===== src/design/host_port_pkg.sv =====
// Constants, state encoding and pin packing for the host processor bus port.
// Assumes one core clock domain; every host pin, host clock included, is asynchronous to it.
//
// Behaviour
// - In separate-bus mode a transfer is taken only with select_low_n low, select_high high and the 5-bit address.
// - In separate-bus mode write data is sampled at the host rising edge after the cycle with xfer_begin_n low.
// - In separate-bus mode xfer_done_n goes low for exactly one host cycle, with no_burst_n low beside it.
// - For reads in both modes the read data is on the data pins at the edge where the acknowledge is low.
// - The user interrupt request is forwarded active low and as a status level until the user withdraws it.
// - In multiplexed mode the address is captured from D[4:0] at a host falling edge while addr_capture is high.
// - In multiplexed mode write data is sampled at the rising edge of the cycle after strobe_start_n went low.
// - In multiplexed mode ready_recover_n is driven low for only one host cycle per transfer.
// - In multiplexed mode the direction input means write when high and read when low.
// - In multiplexed 8-bit operation byte_en0 is address bit 0 and byte_en1 is address bit 1.
// - The host cycle is stretched until user logic raises user_finish, and only then acknowledged.
package host_port_pkg;

  localparam int ADDR_W    = 5;
  localparam int DATA_W    = 8;
  // Packed pin vector: data, address, then single control pins
  localparam int PIN_W     = 21;
  localparam int P_DATA    = 0;
  localparam int P_ADDR    = 8;
  localparam int P_BE0     = 13;
  localparam int P_BE1     = 14;
  localparam int P_ALE     = 15;
  localparam int P_DIR     = 16;
  localparam int P_SEL_HI  = 17;
  localparam int P_SEL_LO  = 18;
  localparam int P_STRB    = 19;
  localparam int P_HCLK    = 20;

  // Pin idle values seen after reset: strobes and low selects high
  localparam logic [PIN_W-1:0]  PIN_RESET   = 21'h0C0000;
  localparam logic              ACK_IDLE    = 1'b1;
  localparam logic              IRQ_IDLE_N  = 1'b1;
  localparam logic [DATA_W-1:0] DATA_RESET  = 8'h00;
  localparam logic [ADDR_W-1:0] ADDR_RESET  = 5'h00;

  typedef enum logic [2:0] {
    ST_IDLE  = 3'b000,
    ST_WDATA = 3'b001,
    ST_USER  = 3'b010,
    ST_ARM   = 3'b011,
    ST_ACK   = 3'b100
  } port_state_t;

endpackage : host_port_pkg


===== src/design/host_port.sv =====
// Host processor bus port: 8-bit slave for the separate-bus or multiplexed-bus host.
// Assumes the host clock is a slow pin (far below the core clock) that is sampled, not used as a clock,
// and that user logic on the core clock answers each user_start with user_finish.
module host_port
  import host_port_pkg::*;
(
  // Clock and reset
  input  wire logic                             i_core_clk,
  input  wire logic                             i_arst_n,
  // Bus personality: 1 selects the multiplexed bus
  input  wire logic                             i_mode_mux,
  // Host pins
  input  wire logic                             i_host_interface_clock,
  input  wire logic                             i_start_strobe_pin_n,
  input  wire logic                             i_select_low_n,
  input  wire logic                             i_select_high,
  input  wire logic                             i_direction_select,
  input  wire logic                             i_addr_capture_pin,
  input  wire logic                             i_byte_en0,
  input  wire logic                             i_byte_en1,
  input  wire logic [host_port_pkg::ADDR_W-1:0] i_addr,
  input  wire logic [host_port_pkg::DATA_W-1:0] i_data,
  output logic      [host_port_pkg::DATA_W-1:0] o_data,
  output logic                                  o_data_oe,
  output logic                                  o_host_acknowledge_n,
  output logic                                  o_burst_block_pin_n,
  output logic                                  o_host_interrupt_n,
  // User logic side
  output logic      [host_port_pkg::ADDR_W-1:0] o_user_addr,
  output logic                                  o_user_read,
  output logic                                  o_user_start,
  output logic      [host_port_pkg::DATA_W-1:0] o_user_wdata,
  output logic                                  o_irq_pending,
  input  wire logic                             i_user_finish,
  input  wire logic [host_port_pkg::DATA_W-1:0] i_user_rdata,
  input  wire logic                             i_user_irq_n
);
  import host_port_pkg::*;

  ////////////////////////////////////////////////////////////////////////////
  // Pin synchronisers: three stages, a bit changes once stages two and three agree
  logic [PIN_W-1:0] pins_raw;
  logic [PIN_W-1:0] sync1;
  logic [PIN_W-1:0] sync2;
  logic [PIN_W-1:0] sync3;
  logic [PIN_W-1:0] pins;
  logic [PIN_W-1:0] next_pins;
  logic             hclk_prev;

  assign pins_raw = {i_host_interface_clock, i_start_strobe_pin_n, i_select_low_n, i_select_high,
                     i_direction_select, i_addr_capture_pin, i_byte_en1, i_byte_en0, i_addr, i_data};

  genvar g;
  generate
    for (g = 0; g < PIN_W; g++) begin : g_agree
      assign next_pins[g] = (sync2[g] == sync3[g]) ? sync3[g] : pins[g];
    end
  endgenerate

  always_ff @(posedge i_core_clk or negedge i_arst_n) begin
    if (!i_arst_n) begin
      sync1     <= PIN_RESET;
      sync2     <= PIN_RESET;
      sync3     <= PIN_RESET;
      pins      <= PIN_RESET;
      hclk_prev <= 1'b0;
    end else begin
      sync1     <= pins_raw;
      sync2     <= sync1;
      sync3     <= sync2;
      pins      <= next_pins;
      hclk_prev <= pins[P_HCLK];
    end
  end

  // All filtered pins share the same delay, so they are seen as they stood at the host edge
  logic host_rise;
  logic host_fall;
  assign host_rise = pins[P_HCLK] & ~hclk_prev;
  assign host_fall = ~pins[P_HCLK] & hclk_prev;

  ////////////////////////////////////////////////////////////////////////////
  // Transfer state machine
  port_state_t       state;
  port_state_t       next_state;
  logic [ADDR_W-1:0] mux_addr;
  logic [ADDR_W-1:0] next_mux_addr;
  logic [ADDR_W-1:0] next_user_addr;
  logic              next_user_read;
  logic              next_user_start;
  logic [DATA_W-1:0] next_user_wdata;
  logic [DATA_W-1:0] next_data;
  logic              next_data_oe;
  logic              next_ack_n;
  logic              selected;
  logic              start_seen;
  logic              host_read;

  assign selected   = ~pins[P_SEL_LO] & pins[P_SEL_HI];
  assign start_seen = host_rise & ~pins[P_STRB] & selected;
  assign host_read  = i_mode_mux ? ~pins[P_DIR] : pins[P_DIR];

  always_comb begin
    next_state      = state;
    next_mux_addr   = mux_addr;
    next_user_addr  = o_user_addr;
    next_user_read  = o_user_read;
    next_user_start = o_user_start;
    next_user_wdata = o_user_wdata;
    next_data       = o_data;
    next_data_oe    = o_data_oe;
    next_ack_n      = o_host_acknowledge_n;
    // address capture on host falling edge
    if (host_fall && pins[P_ALE]) begin
      next_mux_addr = pins[P_DATA +: ADDR_W];
    end
    case (state)
      ST_IDLE: begin
        next_ack_n   = ACK_IDLE;
        next_data_oe = 1'b0;
        if (start_seen) begin
          next_user_read = host_read;
          if (i_mode_mux) begin
            // byte enables as low address bits
            next_user_addr = {mux_addr[ADDR_W-1:2], pins[P_BE1], pins[P_BE0]};
          end else begin
            next_user_addr = pins[P_ADDR +: ADDR_W];
          end
          if (host_read) begin
            next_user_start = 1'b1;
            next_state      = ST_USER;
          end else begin
            next_state = ST_WDATA;
          end
        end
      end
      ST_WDATA: begin
        // write data at next rising edge
        if (host_rise) begin
          next_user_wdata = pins[P_DATA +: DATA_W];
          next_user_start = 1'b1;
          next_state      = ST_USER;
        end
      end
      ST_USER: begin
        if (i_user_finish) begin
          next_user_start = 1'b0;
          if (o_user_read) begin
            next_data    = i_user_rdata;
            next_data_oe = 1'b1;
          end
          next_state = ST_ARM;
        end
      end
      ST_ARM: begin
        // read data already driven before the acknowledge edge
        if (host_rise) begin
          next_ack_n = ~ACK_IDLE;
          next_state = ST_ACK;
        end
      end
      ST_ACK: begin
        // acknowledge lasts exactly one host cycle
        if (host_rise) begin
          next_ack_n   = ACK_IDLE;
          next_data_oe = 1'b0;
          next_state   = ST_IDLE;
        end
      end
      default: begin
        next_state      = ST_IDLE;
        next_ack_n      = ACK_IDLE;
        next_data_oe    = 1'b0;
        next_user_start = 1'b0;
      end
    endcase
  end

  always_ff @(posedge i_core_clk or negedge i_arst_n) begin
    if (!i_arst_n) begin
      state                <= ST_IDLE;
      mux_addr             <= ADDR_RESET;
      o_user_addr          <= ADDR_RESET;
      o_user_read          <= 1'b0;
      o_user_start         <= 1'b0;
      o_user_wdata         <= DATA_RESET;
      o_data               <= DATA_RESET;
      o_data_oe            <= 1'b0;
      o_host_acknowledge_n <= ACK_IDLE;
      o_burst_block_pin_n  <= ACK_IDLE;
    end else begin
      state                <= next_state;
      mux_addr             <= next_mux_addr;
      o_user_addr          <= next_user_addr;
      o_user_read          <= next_user_read;
      o_user_start         <= next_user_start;
      o_user_wdata         <= next_user_wdata;
      o_data               <= next_data;
      o_data_oe            <= next_data_oe;
      o_host_acknowledge_n <= next_ack_n;
      // burst inhibit only in separate-bus mode, with the acknowledge
      o_burst_block_pin_n  <= i_mode_mux ? ACK_IDLE : next_ack_n;
    end
  end

  ////////////////////////////////////////////////////////////////////////////
  // Interrupt forwarding; user request is core-domain logic, so one register suffices
  logic next_irq_n;
  assign next_irq_n = i_user_irq_n;

  always_ff @(posedge i_core_clk or negedge i_arst_n) begin
    if (!i_arst_n) begin
      o_host_interrupt_n <= IRQ_IDLE_N;
      o_irq_pending      <= 1'b0;
    end else begin
      // held while the user request stands
      o_host_interrupt_n <= next_irq_n;
      o_irq_pending      <= ~next_irq_n;
    end
  end

endmodule : host_port


===== config.mk =====
export PLATFORM = sky130hd
export DESIGN_NAME = host_port
export DESIGN_NICKNAME = d
export VERILOG_FILES = /design/src/design/host_port_pkg.sv /design/src/design/host_port.sv
export SDC_FILE = /design/constraint.sdc
export NUM_CORES = 1
export LEC_CHECK = 0
export ABC_AREA = 1
export BUFFER_PORTS_ARGS = -buffer_cell sky130_fd_sc_hd__buf_2
export CAP_MARGIN = 20
export CORE_ASPECT_RATIO = 1.5
export CORE_MARGIN = 8
export CORE_UTILIZATION = 59
export CTS_CLUSTER_DIAMETER = 80
export DETAILED_ROUTE_END_ITERATION = 10
export PLACE_DENSITY_LB_ADDON = 0.1
export SETUP_SLACK_MARGIN = 0.15
export SYNTH_ARGS = -nofsm -noshare
export SYNTH_HDL_FRONTEND = slang
export SYNTH_SLANG_ARGS = --single-unit

===== constraint.sdc =====
create_clock -name i_core_clk -period 2.1 [get_ports i_core_clk]
set_input_delay 0.21 -clock i_core_clk [delete_from_list [all_inputs] [get_ports i_core_clk]]
set_output_delay 0.21 -clock i_core_clk [all_outputs]
set_load 0.005 [all_outputs]

==> metrics.yaml, run 1 <==
regToRegStartpoint: "state[1]$_DFFE_PN0P_"
syn-mean-instance-area_um2: 13.5
maximum_number_of_pins_on_one_net_before_global_route_repair: 52
mostFrequentLayoutCell: "sky130_fd_sc_hd__dfrtp_1"
layout.area.seq_mm2: 0.00299
synth_enable_flop_cells: 0
remaining_antenna_violation_count: 0
cts.repair_timing.setup_buffer_count: 0
worst_hold_startpoint: "i_mode_mux"
clock_insertion_delay_worst_skew_ns: 0.51
design.die.area_mm2: 0.00966
finalHoldWorstSlack_ns: 0.127
minimum_clock_period_ns: 1.56
max_freq_mhz: 642
layout_utilization_pct: 80.0
global_route.usage.total_pct: 16.8
design.final.nets: 437
fin_skew_ns: 0.0112
setup.worst_path.end_class: "register"
detailed_place_hpwl_um: 4580
first_global_vias: 2710
number_of_antenna_violations_at_the_first_check_in_global_routing: 0
crit-reg2reg-capture: "o_user_addr[4]$_DFFE_PN0P_"
synth_flop_cell: "sky130_fd_sc_hd__dfrtp_1"
rsz0062_at_grt: "no"
final_cell_mix: "sky130_fd_sc_hd__dfrtp_1, sky130_fd_sc_hd__buf_2, sky130_fd_sc_hd__nand2_1"
grt_overflow_total: 0
timing.critical_path.cells: "nor2_1, nand2_1, nor2_2, o21ai_0, o21a_1"
layout-drive-gt1-share_pct: 27.4
finalWeightedCongestion: 0.857
coreArea_mm2: 0.00649
multi_input_area_um2: 863
whs_endpoint: "o_user_read$_DFFE_PN0P_"
worst-path-max-fanout: 12
run_status: "completed"
nature_of_the_critical_path_startpoint: "register"
synth.ff_latch_count: 119
effective_utilization_at_floorplan_pct: 61.2
num_clock_sinks: 119
io-pin-count: 62
slew_viol_final: 0
hold_path_class: "in -> reg"
dieWidth_um: 83.0
max_transition_margin_pct: 56.0
diodes: 0
synth_cell_type_count: 21
dpl_cell_area_mm2: 0.00438
worst_path_max_delay_cell: "sky130_fd_sc_hd__dfrtp_1"
syn_inst: 294
timing.critical_path.max_delay_family: "simple AND/OR/NAND/NOR gates"
grt_pass1_wl_um: 12500
ctsRootBufferMaster: "sky130_fd_sc_hd__clkbuf_8"
power_density_normalized_to_cell_area_mw_per_mm2: 1270
drv_cap: 0
timing_hold_violations_final: 0
final_cell_area_mm2: 0.00519
cts_resized: 0
vdd_drop_max_v: 0.000860
crit_required_ns: 2.50
cts.path.max_buffers: 2
netlist_area_mm2: 0.00397
die_h_um: 116
final_cells: 492
worstPathBufferInverterCount: 0
net_count_synth: 328
fill_cells: 379
dp.cells: 429
cts_tree: "yes"
rows: 36
synth.yosys.warnings: 0
arrival_ns: 1.96
path_class: "reg -> reg"
wl_um: 7240
drc_errors: 0
leading_post_synthesis_cells_by_cell_area: "sky130_fd_sc_hd__dfrtp_1, sky130_fd_sc_hd__dfstp_2, sky130_fd_sc_hd__maj3_1"
yosys.area.top_type_share_pct: 68.1
cts_inserted_buffers: 17
critical-path-max-stage-delay_ns: 0.47
synthDominantAreaCellType: "sky130_fd_sc_hd__dfrtp_1"
average_vias_per_placed_instance: 4.98
drt_iter0_markers: 193
clk_pin_slew_ns: 0.05
ys_async_sr_fraction_pct: 100
routed_wire_length_per_instance_um: 14.7
r2r_setup_slack_ns: 0.54
route.vias.total: 2452
tns_ns: 0
finalCritPeriodShare_pct: 74.1
worstRegToRegCells: 5
tightestPinTransition_ns: 0.659
port_buffers: 61
static-leakage-power_nw: 2.51
finalSetupViolCount: 0
hold_path_depth: 4
layout_overhead_on_the_synthesized_area_pct: 30.7
cts.htree.levels: 4
firstDrtPassIters: 4
sequential_area_share_after_synthesis_pct: 75.4
state kept, by name, indices dropped and copies added, names as in the netlist:
register              count
o_user_start              1
o_burst_block_pin_n       1
sync1                    21
mux_addr                  3
o_irq_pending             1
o_data                    8
o_user_addr               5
o_host_interrupt_n        1
sync2                    21
hclk_prev                 1
sync3                    21
state                     3
o_user_wdata              8
o_user_read               1
pins                     21
o_host_acknowledge_n      1
o_data_oe                 1
power breakdown:
part           internal [mW]  leakage [nW]  switching [mW]  total, mW
Clock                   1.50         0.244           0.889       2.39
Sequential              2.69          1.40           0.243       2.93
Combinational          0.555         0.866           0.721       1.28
Total                   4.74          2.51            1.85       6.60
worst max path at each step:
stage / from / endpoint / slack, ns / depth (start not counted)
global placement: state[1]$_DFFE_PN0P_ / o_user_addr[2]$_DFFE_PN0P_ / 0.63 / 5
global route: pins[20]$_DFFE_PN0N_ / o_user_addr[4]$_DFFE_PN0P_ / 0.36 / 6
finish: state[1]$_DFFE_PN0P_ / o_user_addr[4]$_DFFE_PN0P_ / 0.54 / 5
floorplan: state[1]$_DFFE_PN0P_ / o_user_addr[2]$_DFFE_PN0P_ / 0.82 / 6
CTS: pins[20]$_DFFE_PN0N_ / o_user_addr[4]$_DFFE_PN0P_ / 0.53 / 6
detailed placement: state[1]$_DFFE_PN0P_ / o_user_addr[4]$_DFFE_PN0P_ / 0.55 / 5
metal layers:
metal	track usage [%]	routed length [µm]
met1	18.0	3030
met2	27.5	3730
met3	8.51	442
met4	7.06	42
met5	0	0
cells in the mapped netlist, types with 2 or more instances:
master / count
sky130_fd_sc_hd__inv_1: 20
sky130_fd_sc_hd__o21ai_2: 9
sky130_fd_sc_hd__o21ai_0: 13
sky130_fd_sc_hd__a21oi_1: 2
sky130_fd_sc_hd__nor2_4: 2
sky130_fd_sc_hd__nor2_1: 23
sky130_fd_sc_hd__o21a_1: 5
sky130_fd_sc_hd__dfrtp_1: 108
sky130_fd_sc_hd__buf_6: 2
sky130_fd_sc_hd__nand2_1: 52
sky130_fd_sc_hd__nand3_4: 2
sky130_fd_sc_hd__nand3_1: 17
sky130_fd_sc_hd__dfstp_2: 11
sky130_fd_sc_hd__maj3_1: 21
final cells by class:
type / instances / share of cell area (%)
multi-input cells: 150 / 16.6
clock buffers: 27 / 9.10
repair buffers: 94 / 12.7
inverters: 21 / 1.52
clock inverters: 5 / 0.531
flip-flops and latches: 119 / 57.7
well taps: 76 / 1.83
logic make-up (layout without fill, tap and decap cells):
group	after synthesis	in the layout	share of synthesized area, %
AO/OA/AOI/OAI	30	30	4.95
adder cells (fa/ha/maj)	21	21	5.30
buffers and inverters	25	147	2.87
flip-flops	119	119	75.4
AND/OR/NAND/NOR	99	99	11.5
what timing repair did:
| action | in CTS | in global routing |
|---|---|---|
| hold endpoints to repair | 74 | 0 |
| setup endpoints to repair | 0 | 0 |
| hold buffers | 31 | 0 |
per-stage QoR:
stage               setup slack, ns  total power, mW
CTS                           0.532             6.67
global placement              0.626             4.12
global route                  0.357             7.00
floorplan                     0.823             3.68
finish                        0.543             6.60
detailed placement            0.552             4.19
tightest hold or removal path, delay by kind of cell:
kind                   cells  cell delay, ns
AOI/OAI and AO/OA          1            0.06
and+or+nand+nor            2            0.17
buffers and inverters      1            0.16
(Power assumes the default switching activity.)
==> inputs of run 2 (changes only) <==
Settings changed: CORE_UTILIZATION 59 to 55.
Clock period 2.1 ns to 1.5 ns, I/O delays scaled along.
==> metrics.yaml, run 2 (same netlist as run 1, synthesis figures left out) <==
worst-path-max-fanout: 5  # -7
number_of_antenna_violations_at_the_first_check_in_global_routing: 0  # unchanged
diodes: 0  # unchanged
worstRegToRegCells: 9  # +4
mostFrequentLayoutCell: "sky130_fd_sc_hd__dfrtp_1"
final_cell_area_mm2: 0.00541  # +4.3%
layout-drive-gt1-share_pct: 34.0  # +6.6 points
share_seq_of_total_power_pct: 42.6  # -1.9 points
routed_wire_length_per_instance_um: 13.8  # -6.3%
drc_errors: 0  # unchanged
first_global_vias: 2661  # -1.8%
pwr-share-clk_pct: 37.0  # +0.8 points
worst_hold_startpoint: "i_user_finish"
finalCritPeriodShare_pct: 89.8
static-leakage-power_nw: 2.62  # +4.6%
global_route.usage.total_pct: 15.2  # -1.6 points
average_vias_per_placed_instance: 4.96  # -0.50%
setup.worst_path.end_class: "output port"
whs_endpoint: "o_data[6]$_DFFE_PN0P_"
cts.path.max_buffers: 2  # unchanged
layout_utilization_pct: 75.9  # -4.1 points
cts.htree.levels: 4  # unchanged
internal_power_mw: 7.03  # +48%
arrival_ns: 1.20  # -0.76 ns
tightestPinTransition_ns: 0.392  # -0.268 ns
effective_utilization_at_floorplan_pct: 55.6  # -5.5 points
dp.cells: 438  # +2.1%
slew_viol_final: 0  # unchanged
firstDrtPassIters: 6  # +2
p_sw_share_pct: 27.8  # -0.29 points
grt_pass1_wl_um: 11900  # -5.1%
final_cell_mix: "sky130_fd_sc_hd__dfrtp_1, sky130_fd_sc_hd__buf_2, sky130_fd_sc_hd__nand2_1"
maximum_number_of_pins_on_one_net_before_global_route_repair: 35  # -33%
fill_cells: 473  # +25%
worst_path_max_delay_cell: "sky130_fd_sc_hd__dfrtp_1"
fin_skew_ns: 0.00519  # -0.00603 ns
grt_overflow_total: 0  # unchanged
layout_overhead_on_the_synthesized_area_pct: 36.3
remaining_antenna_violation_count: 0  # unchanged
timing.critical_path.cells: "buf_2"
final_cells: 507  # +3.0%
drv_cap: 0  # unchanged
clock_insertion_delay_worst_skew_ns: 0.50  # about the same
finalSetupViolCount: 0  # unchanged
die_h_um: 120  # +3.1%
coreArea_mm2: 0.00713  # +10%
share_comb_of_total_power_pct: 20.4  # +1.1 points
clk_pin_slew_ns: 0.05  # about the same
r2r_setup_slack_ns: 0.16  # -0.38 ns
dpl_cell_area_mm2: 0.00443  # +1.3%
timing.critical_path.max_delay_family: "flip-flops"
critical-path-max-stage-delay_ns: 0.51  # +0.04 ns
design.final.nets: 449  # +2.7%
total_switching_power_mw: 2.71  # +46%
path_class: "reg -> out"
vdd_drop_max_v: 0.00107  # +24%
ctsRootBufferMaster: "sky130_fd_sc_hd__clkbuf_8"
dp_slack_ns: 0.0767  # -0.475 ns
cts_tree: "yes"
wl_um: 6990  # -3.5%
nature_of_the_critical_path_startpoint: "register"
crit_required_ns: 1.35  # -1.15 ns
drt_iter0_markers: 71  # -63%
timing_hold_violations_final: 0  # unchanged
num_clock_sinks: 119  # unchanged
max_freq_mhz: 742
regToRegStartpoint: "state[1]$_DFFE_PN0P_"
power_density_normalized_to_cell_area_mw_per_mm2: 1800  # +41%
dieWidth_um: 85.4  # +2.9%
worstPathBufferInverterCount: 1  # +1
worst_case_setup_margin_in_the_final_layout_ns: 0.153  # -0.390 ns
port_buffers: 61  # unchanged
tns_ns: 0  # unchanged
crit-reg2reg-capture: "o_user_start$_DFFE_PN0P_"
max_transition_margin_pct: 73.9  # +18 points
finalWeightedCongestion: 0.895  # +4.4%
detailed_place_hpwl_um: 4510  # -1.5%
route.vias.total: 2514  # +2.5%
rsz0062_at_grt: "yes"
io-pin-count: 62  # unchanged
hold_path_class: "in -> reg"
minimum_clock_period_ns: 1.35
hold_path_depth: 3  # -1
run_status: "completed"
design.die.area_mm2: 0.0102  # +6.1%
rows: 38  # +5.6%
cts_inserted_buffers: 17  # unchanged
run 2: cell types whose count changed in the layout (fill, tap and decap cells not counted), sizes merged:
cell,change
buf,+11
clkbuf,-5
clkinv,+2
bufinv,+1
clkinvlp,+1
nand3b,+1
run 2: power by group through the flow:
| stage | sequential (mW) | combinational, mW | clock (mW) |
|---|---|---|---|
| 6_report | 4.15 | 1.99 | 3.60 |
| 5_1_grt | 4.21 | 2.25 | 3.83 |
| 4_1_cts | 4.12 | 1.82 | 3.69 |
| 3_5_place_dp | 4.16 | 1.72 | 0 |
| 3_3_place_gp | 4.14 | 1.69 | 0 |
| 2_1_floorplan | 4.13 | 1.03 | 0 |
run 2: final cells by class:
cell class	count	area, µm²	share of cell area [%]
sequential	119	3000	55.4
multi-input combinational	151	928	17.2
timing repair buffer	105	758	14.0
clock buffer	22	473	8.74
tap	80	100	1.85
inverter	21	81.3	1.50
clock inverter	9	75.1	1.39
run 2: how the worst max path moves through the flow:
stage                                       start  cells past startpoint  slack, ns                          end
after floorplan              state[1]$_DFFE_PN0P_                      6       0.22   o_user_addr[2]$_DFFE_PN0P_
after global placement       state[1]$_DFFE_PN0P_                      8       0.14     o_user_start$_DFFE_PN0P_
after detailed placement     state[2]$_DFFE_PN0P_                      6       0.08  o_user_wdata[4]$_DFFE_PN0P_
after CTS                    state[1]$_DFFE_PN0P_                      9       0.14     o_user_start$_DFFE_PN0P_
after global routing      o_user_read$_DFFE_PN0P_                      1       0.09                  o_user_read
final                     o_user_read$_DFFE_PN0P_                      1       0.15                  o_user_read
run 2: worst reg2reg max path: cells and delay by family (launching register included):
| family | cells | cell delay [ns] |
|---|---|---|
| and+or+nand+nor | 7 | 0.53 |
| DFF | 1 | 0.45 |
| buffers and inverters | 2 | 0.24 |
run 2: repair_timing:
item,CTS,global route
setup endpoints to repair,11,25
pin swaps,1,4
cloned,0,2
setup buffers,1,4
hold buffers,31,0
endpoints found under the hold margin,140,0
resized for setup,3,19
run 2: metal layers:
layer  track usage (%)  wire length, µm  up-vias
met5                 0                0        -
met4              9.91              233        0
met3              6.37              398       22
met2              24.6             3610       75
met1              15.8             2750     1216
li1                  -                -     1201
run 2: stage by stage:
stage               power, mW  hold slack [ns]
floorplan                5.16           -0.146
global placement         5.84           0.0959
detailed placement       5.88            0.105
CTS                      9.63           0.0445
global route             10.3           0.0327
finish                   9.74           0.0370
==> inputs of run 3 (changes only) <==
Settings changed: ABC_AREA 1 to not set.
==> metrics.yaml, run 3 <==
effective_utilization_at_floorplan_pct: 56.4  # +0.78 points
wl_um: 6680  # -4.4%
firstDrtPassIters: 4  # -2
power_density_normalized_to_cell_area_mw_per_mm2: 1710  # -5.2%
path_class: "reg -> reg"
clk_pin_slew_ns: 0.05  # about the same
coreArea_mm2: 0.00681  # -4.6%
average_vias_per_placed_instance: 5.07  # +2.3%
rows: 37  # -2.6%
remaining_antenna_violation_count: 0  # unchanged
net_count_synth: 242  # -26%
grt_overflow_total: 0  # unchanged
fin_skew_ns: 0.00628  # +0.00109 ns
netlist_area_mm2: 0.00384  # -3.2%
route.vias.total: 2155  # -14%
synth_top_cells_by_count: "sky130_fd_sc_hd__dfrtp_1, sky130_fd_sc_hd__mux2_2, sky130_fd_sc_hd__maj3_1"
number_of_antenna_violations_at_the_first_check_in_global_routing: 0  # unchanged
synth_most_common_cell: "sky130_fd_sc_hd__dfrtp_1"
yosys.area.top_type_share_pct: 70.4  # +2.3 points
num_clock_sinks: 119  # unchanged
design.die.area_mm2: 0.00997  # -2.7%
cts.htree.levels: 4  # unchanged
hold_path_class: "in -> reg"
clock_insertion_delay_worst_skew_ns: 0.50  # about the same
synth_cell_type_count: 33  # +57%
global_route.usage.total_pct: 15.1  # -0.11 points
detailed_place_hpwl_um: 4030  # -11%
rsz0062_at_grt: "yes"
synth.ff_latch_count: 119  # unchanged
layout_overhead_on_the_synthesized_area_pct: 38.6
synth_flop_cell: "sky130_fd_sc_hd__dfrtp_1"
final_cell_mix: "sky130_fd_sc_hd__dfrtp_1, sky130_fd_sc_hd__buf_2, sky130_fd_sc_hd__dlygate4sd3_1"
grt_pass1_wl_um: 11700  # -1.3%
crit_required_ns: 1.88  # +0.53 ns
worst-path-max-fanout: 9  # +4
drc_errors: 0  # unchanged
max_transition_margin_pct: 73.6  # -0.33 points
maximum_number_of_pins_on_one_net_before_global_route_repair: 78  # +120%
synth.yosys.warnings: 0  # unchanged
routed_wire_length_per_instance_um: 15.7  # +14%
mostFrequentLayoutCell: "sky130_fd_sc_hd__dfrtp_1"
tightestPinTransition_ns: 0.397  # +0.00499 ns
vdd_drop_max_v: 0.00131  # +22%
totalPowerFinal_mw: 9.08  # -6.7%
slew_viol_final: 0  # unchanged
max_freq_mhz: 719  # -3.1%
die_h_um: 118  # -1.4%
port_buffers: 61  # unchanged
minimum_clock_period_ns: 1.39  # +0.0437 ns
cts_inserted_buffers: 17  # unchanged
diodes: 0  # unchanged
total_switching_power_mw: 2.14  # -21%
ctsRootBufferMaster: "sky130_fd_sc_hd__clkbuf_8"
drv_cap: 0  # unchanged
leading_post_synthesis_cells_by_cell_area: "sky130_fd_sc_hd__dfrtp_1, sky130_fd_sc_hd__mux2_2, sky130_fd_sc_hd__dfstp_2"
static-leakage-power_nw: 2.48  # -5.4%
run_status: "completed"
share_comb_of_total_power_pct: 14.5  # -5.9 points
arrival_ns: 1.77  # +0.57 ns
ys_async_sr_fraction_pct: 100  # unchanged
drt_iter0_markers: 75  # +5.6%
p_sw_share_pct: 23.5  # -4.3 points
cts_tree: "yes"
tns_ns: 0  # unchanged
syn_inst: 208  # -29%
io-pin-count: 62  # unchanged
nature_of_the_critical_path_startpoint: "register"
cts.path.max_buffers: 2  # unchanged
setup.worst_path.end_class: "register"
finalSetupViolCount: 0  # unchanged
layout-drive-gt1-share_pct: 47.3  # +13 points
dieWidth_um: 84.2  # -1.3%
synthDominantAreaCellType: "sky130_fd_sc_hd__dfrtp_1"
syn-mean-instance-area_um2: 18.5  # +37%
finalWeightedCongestion: 0.788  # -12%
pwr-share-clk_pct: 41.2  # +4.2 points
share_seq_of_total_power_pct: 44.2  # +1.6 points
design.final.nets: 368  # -18%
first_global_vias: 2474  # -7.0%
sequential_area_share_after_synthesis_pct: 77.9  # +2.5 points
synth_enable_flop_cells: 0  # unchanged
internal_power_mw: 6.94  # -1.2%
timing_hold_violations_final: 0  # unchanged
finalCritPeriodShare_pct: 92.7  # +2.9 points
-- run 3: changes by cell type after synthesis, sizes merged, moves of 2 or more --
cell	delta
nand2	-50
mux2	+29
nor2	-24
o21ai	-22
nand3	-18
inv	-17
o21a	-5
a21oi	+3
nor3b	+3
buf	-2
nand2b	+2
o211ai	+2
o21bai	+2
-- run 3: metal layers --
layer	share of wire [%]	vias up	wire length [µm]	GRT usage, %
met5	0	-	0	0
met3	4.9	21	324	6.12
li1	-	984	-	-
met4	3.3	0	223	9.65
met1	42	1089	2830	17.1
met2	49	61	3290	23.0
-- run 3: timing repair --
item / CTS / global route
resized for setup: 6 / 4
buffers inserted: 6 / 3
gates cloned: 1 / 0
endpoints found under the hold margin: 151 / 0
endpoints found under the setup margin: 24 / 23
pin swaps: 3 / 2
hold buffers: 32 / 0
-- run 3: logic make-up after synthesis --
group	Yosys count	share of synthesized area [%]
and+or+nand+nor	18	4.66
buffers and inverters	6	0.814
adders and majority gates	21	5.47
muxes	29	8.50
DFF	119	77.9
xor gates and xnor gates	1	0.228
AOI/OAI and AO/OA	14	2.41
-- run 3: critical path, stage by stage, from the launching register on --
cell and delay [ns]:
sky130_fd_sc_hd__dfrtp_2 0.43, sky130_fd_sc_hd__buf_4 0.15, sky130_fd_sc_hd__nor3_4 0.21, sky130_fd_sc_hd__buf_12 0.15, sky130_fd_sc_hd__mux2_2 0.33
-- run 3: layout make-up --
cell class	count	area [µm²]
clock buffers	19	442
well taps	78	97.6
inverters	4	15.0
fillers	380	1480
repair buffers	108	786
clock inverters	13	130
multi-input cells	84	855
flip-flops and latches	119	3000
-- run 3: metrics by stage --
step | instance area (µm²) | hold WS, ns | setup WS, ns | utilization [%] | std cells
detailed placement | 4300 | 0.151 | 0.0143 | 63.2 | 351
CTS | 5280 | 0.0704 | 0.111 | 77.6 | 422
global route | 5320 | 0.115 | 0.0591 | 78.2 | 425
finish | 5320 | 0.0991 | 0.109 | 78.2 | 425
global placement | 4300 | 0.146 | 0.0518 | 63.2 | 351
floorplan | 3840 | -0.146 | 0.0743 | - | 208
-- run 3: power groups by stage --
stage                     logic, mW  clock network [mW]  registers [mW]
after CTS                      1.29                3.85            4.02
after global placement         1.11                   0            4.04
final                          1.32                3.75            4.02
after detailed placement       1.15                   0            4.05
after floorplan               0.533                   0            4.04
after global routing           1.45                4.00            4.08
-- run 3: final timing paths --
path | start | end | slack, ns | cells after the start
worst max-delay path | state[2]$_DFFE_PN0P_ | o_data[5]$_DFFE_PN0P_ | 0.11 | 4
worst min-delay path | i_user_finish | o_user_start$_DFFE_PN0P_ | 0.1 | 4
worst max register to register | state[2]$_DFFE_PN0P_ | o_data[5]$_DFFE_PN0P_ | 0.11 | 4
worst min register to register | sync1[11]$_DFF_PN0_ | sync2[11]$_DFF_PN0_ | 0.34 | 0
max in group asynchronous | i_arst_n | o_host_interrupt_n$_DFF_PN1_ | 0.91 | 3
min in group asynchronous | i_arst_n | o_data[1]$_DFFE_PN0P_ | 0.17 | 3
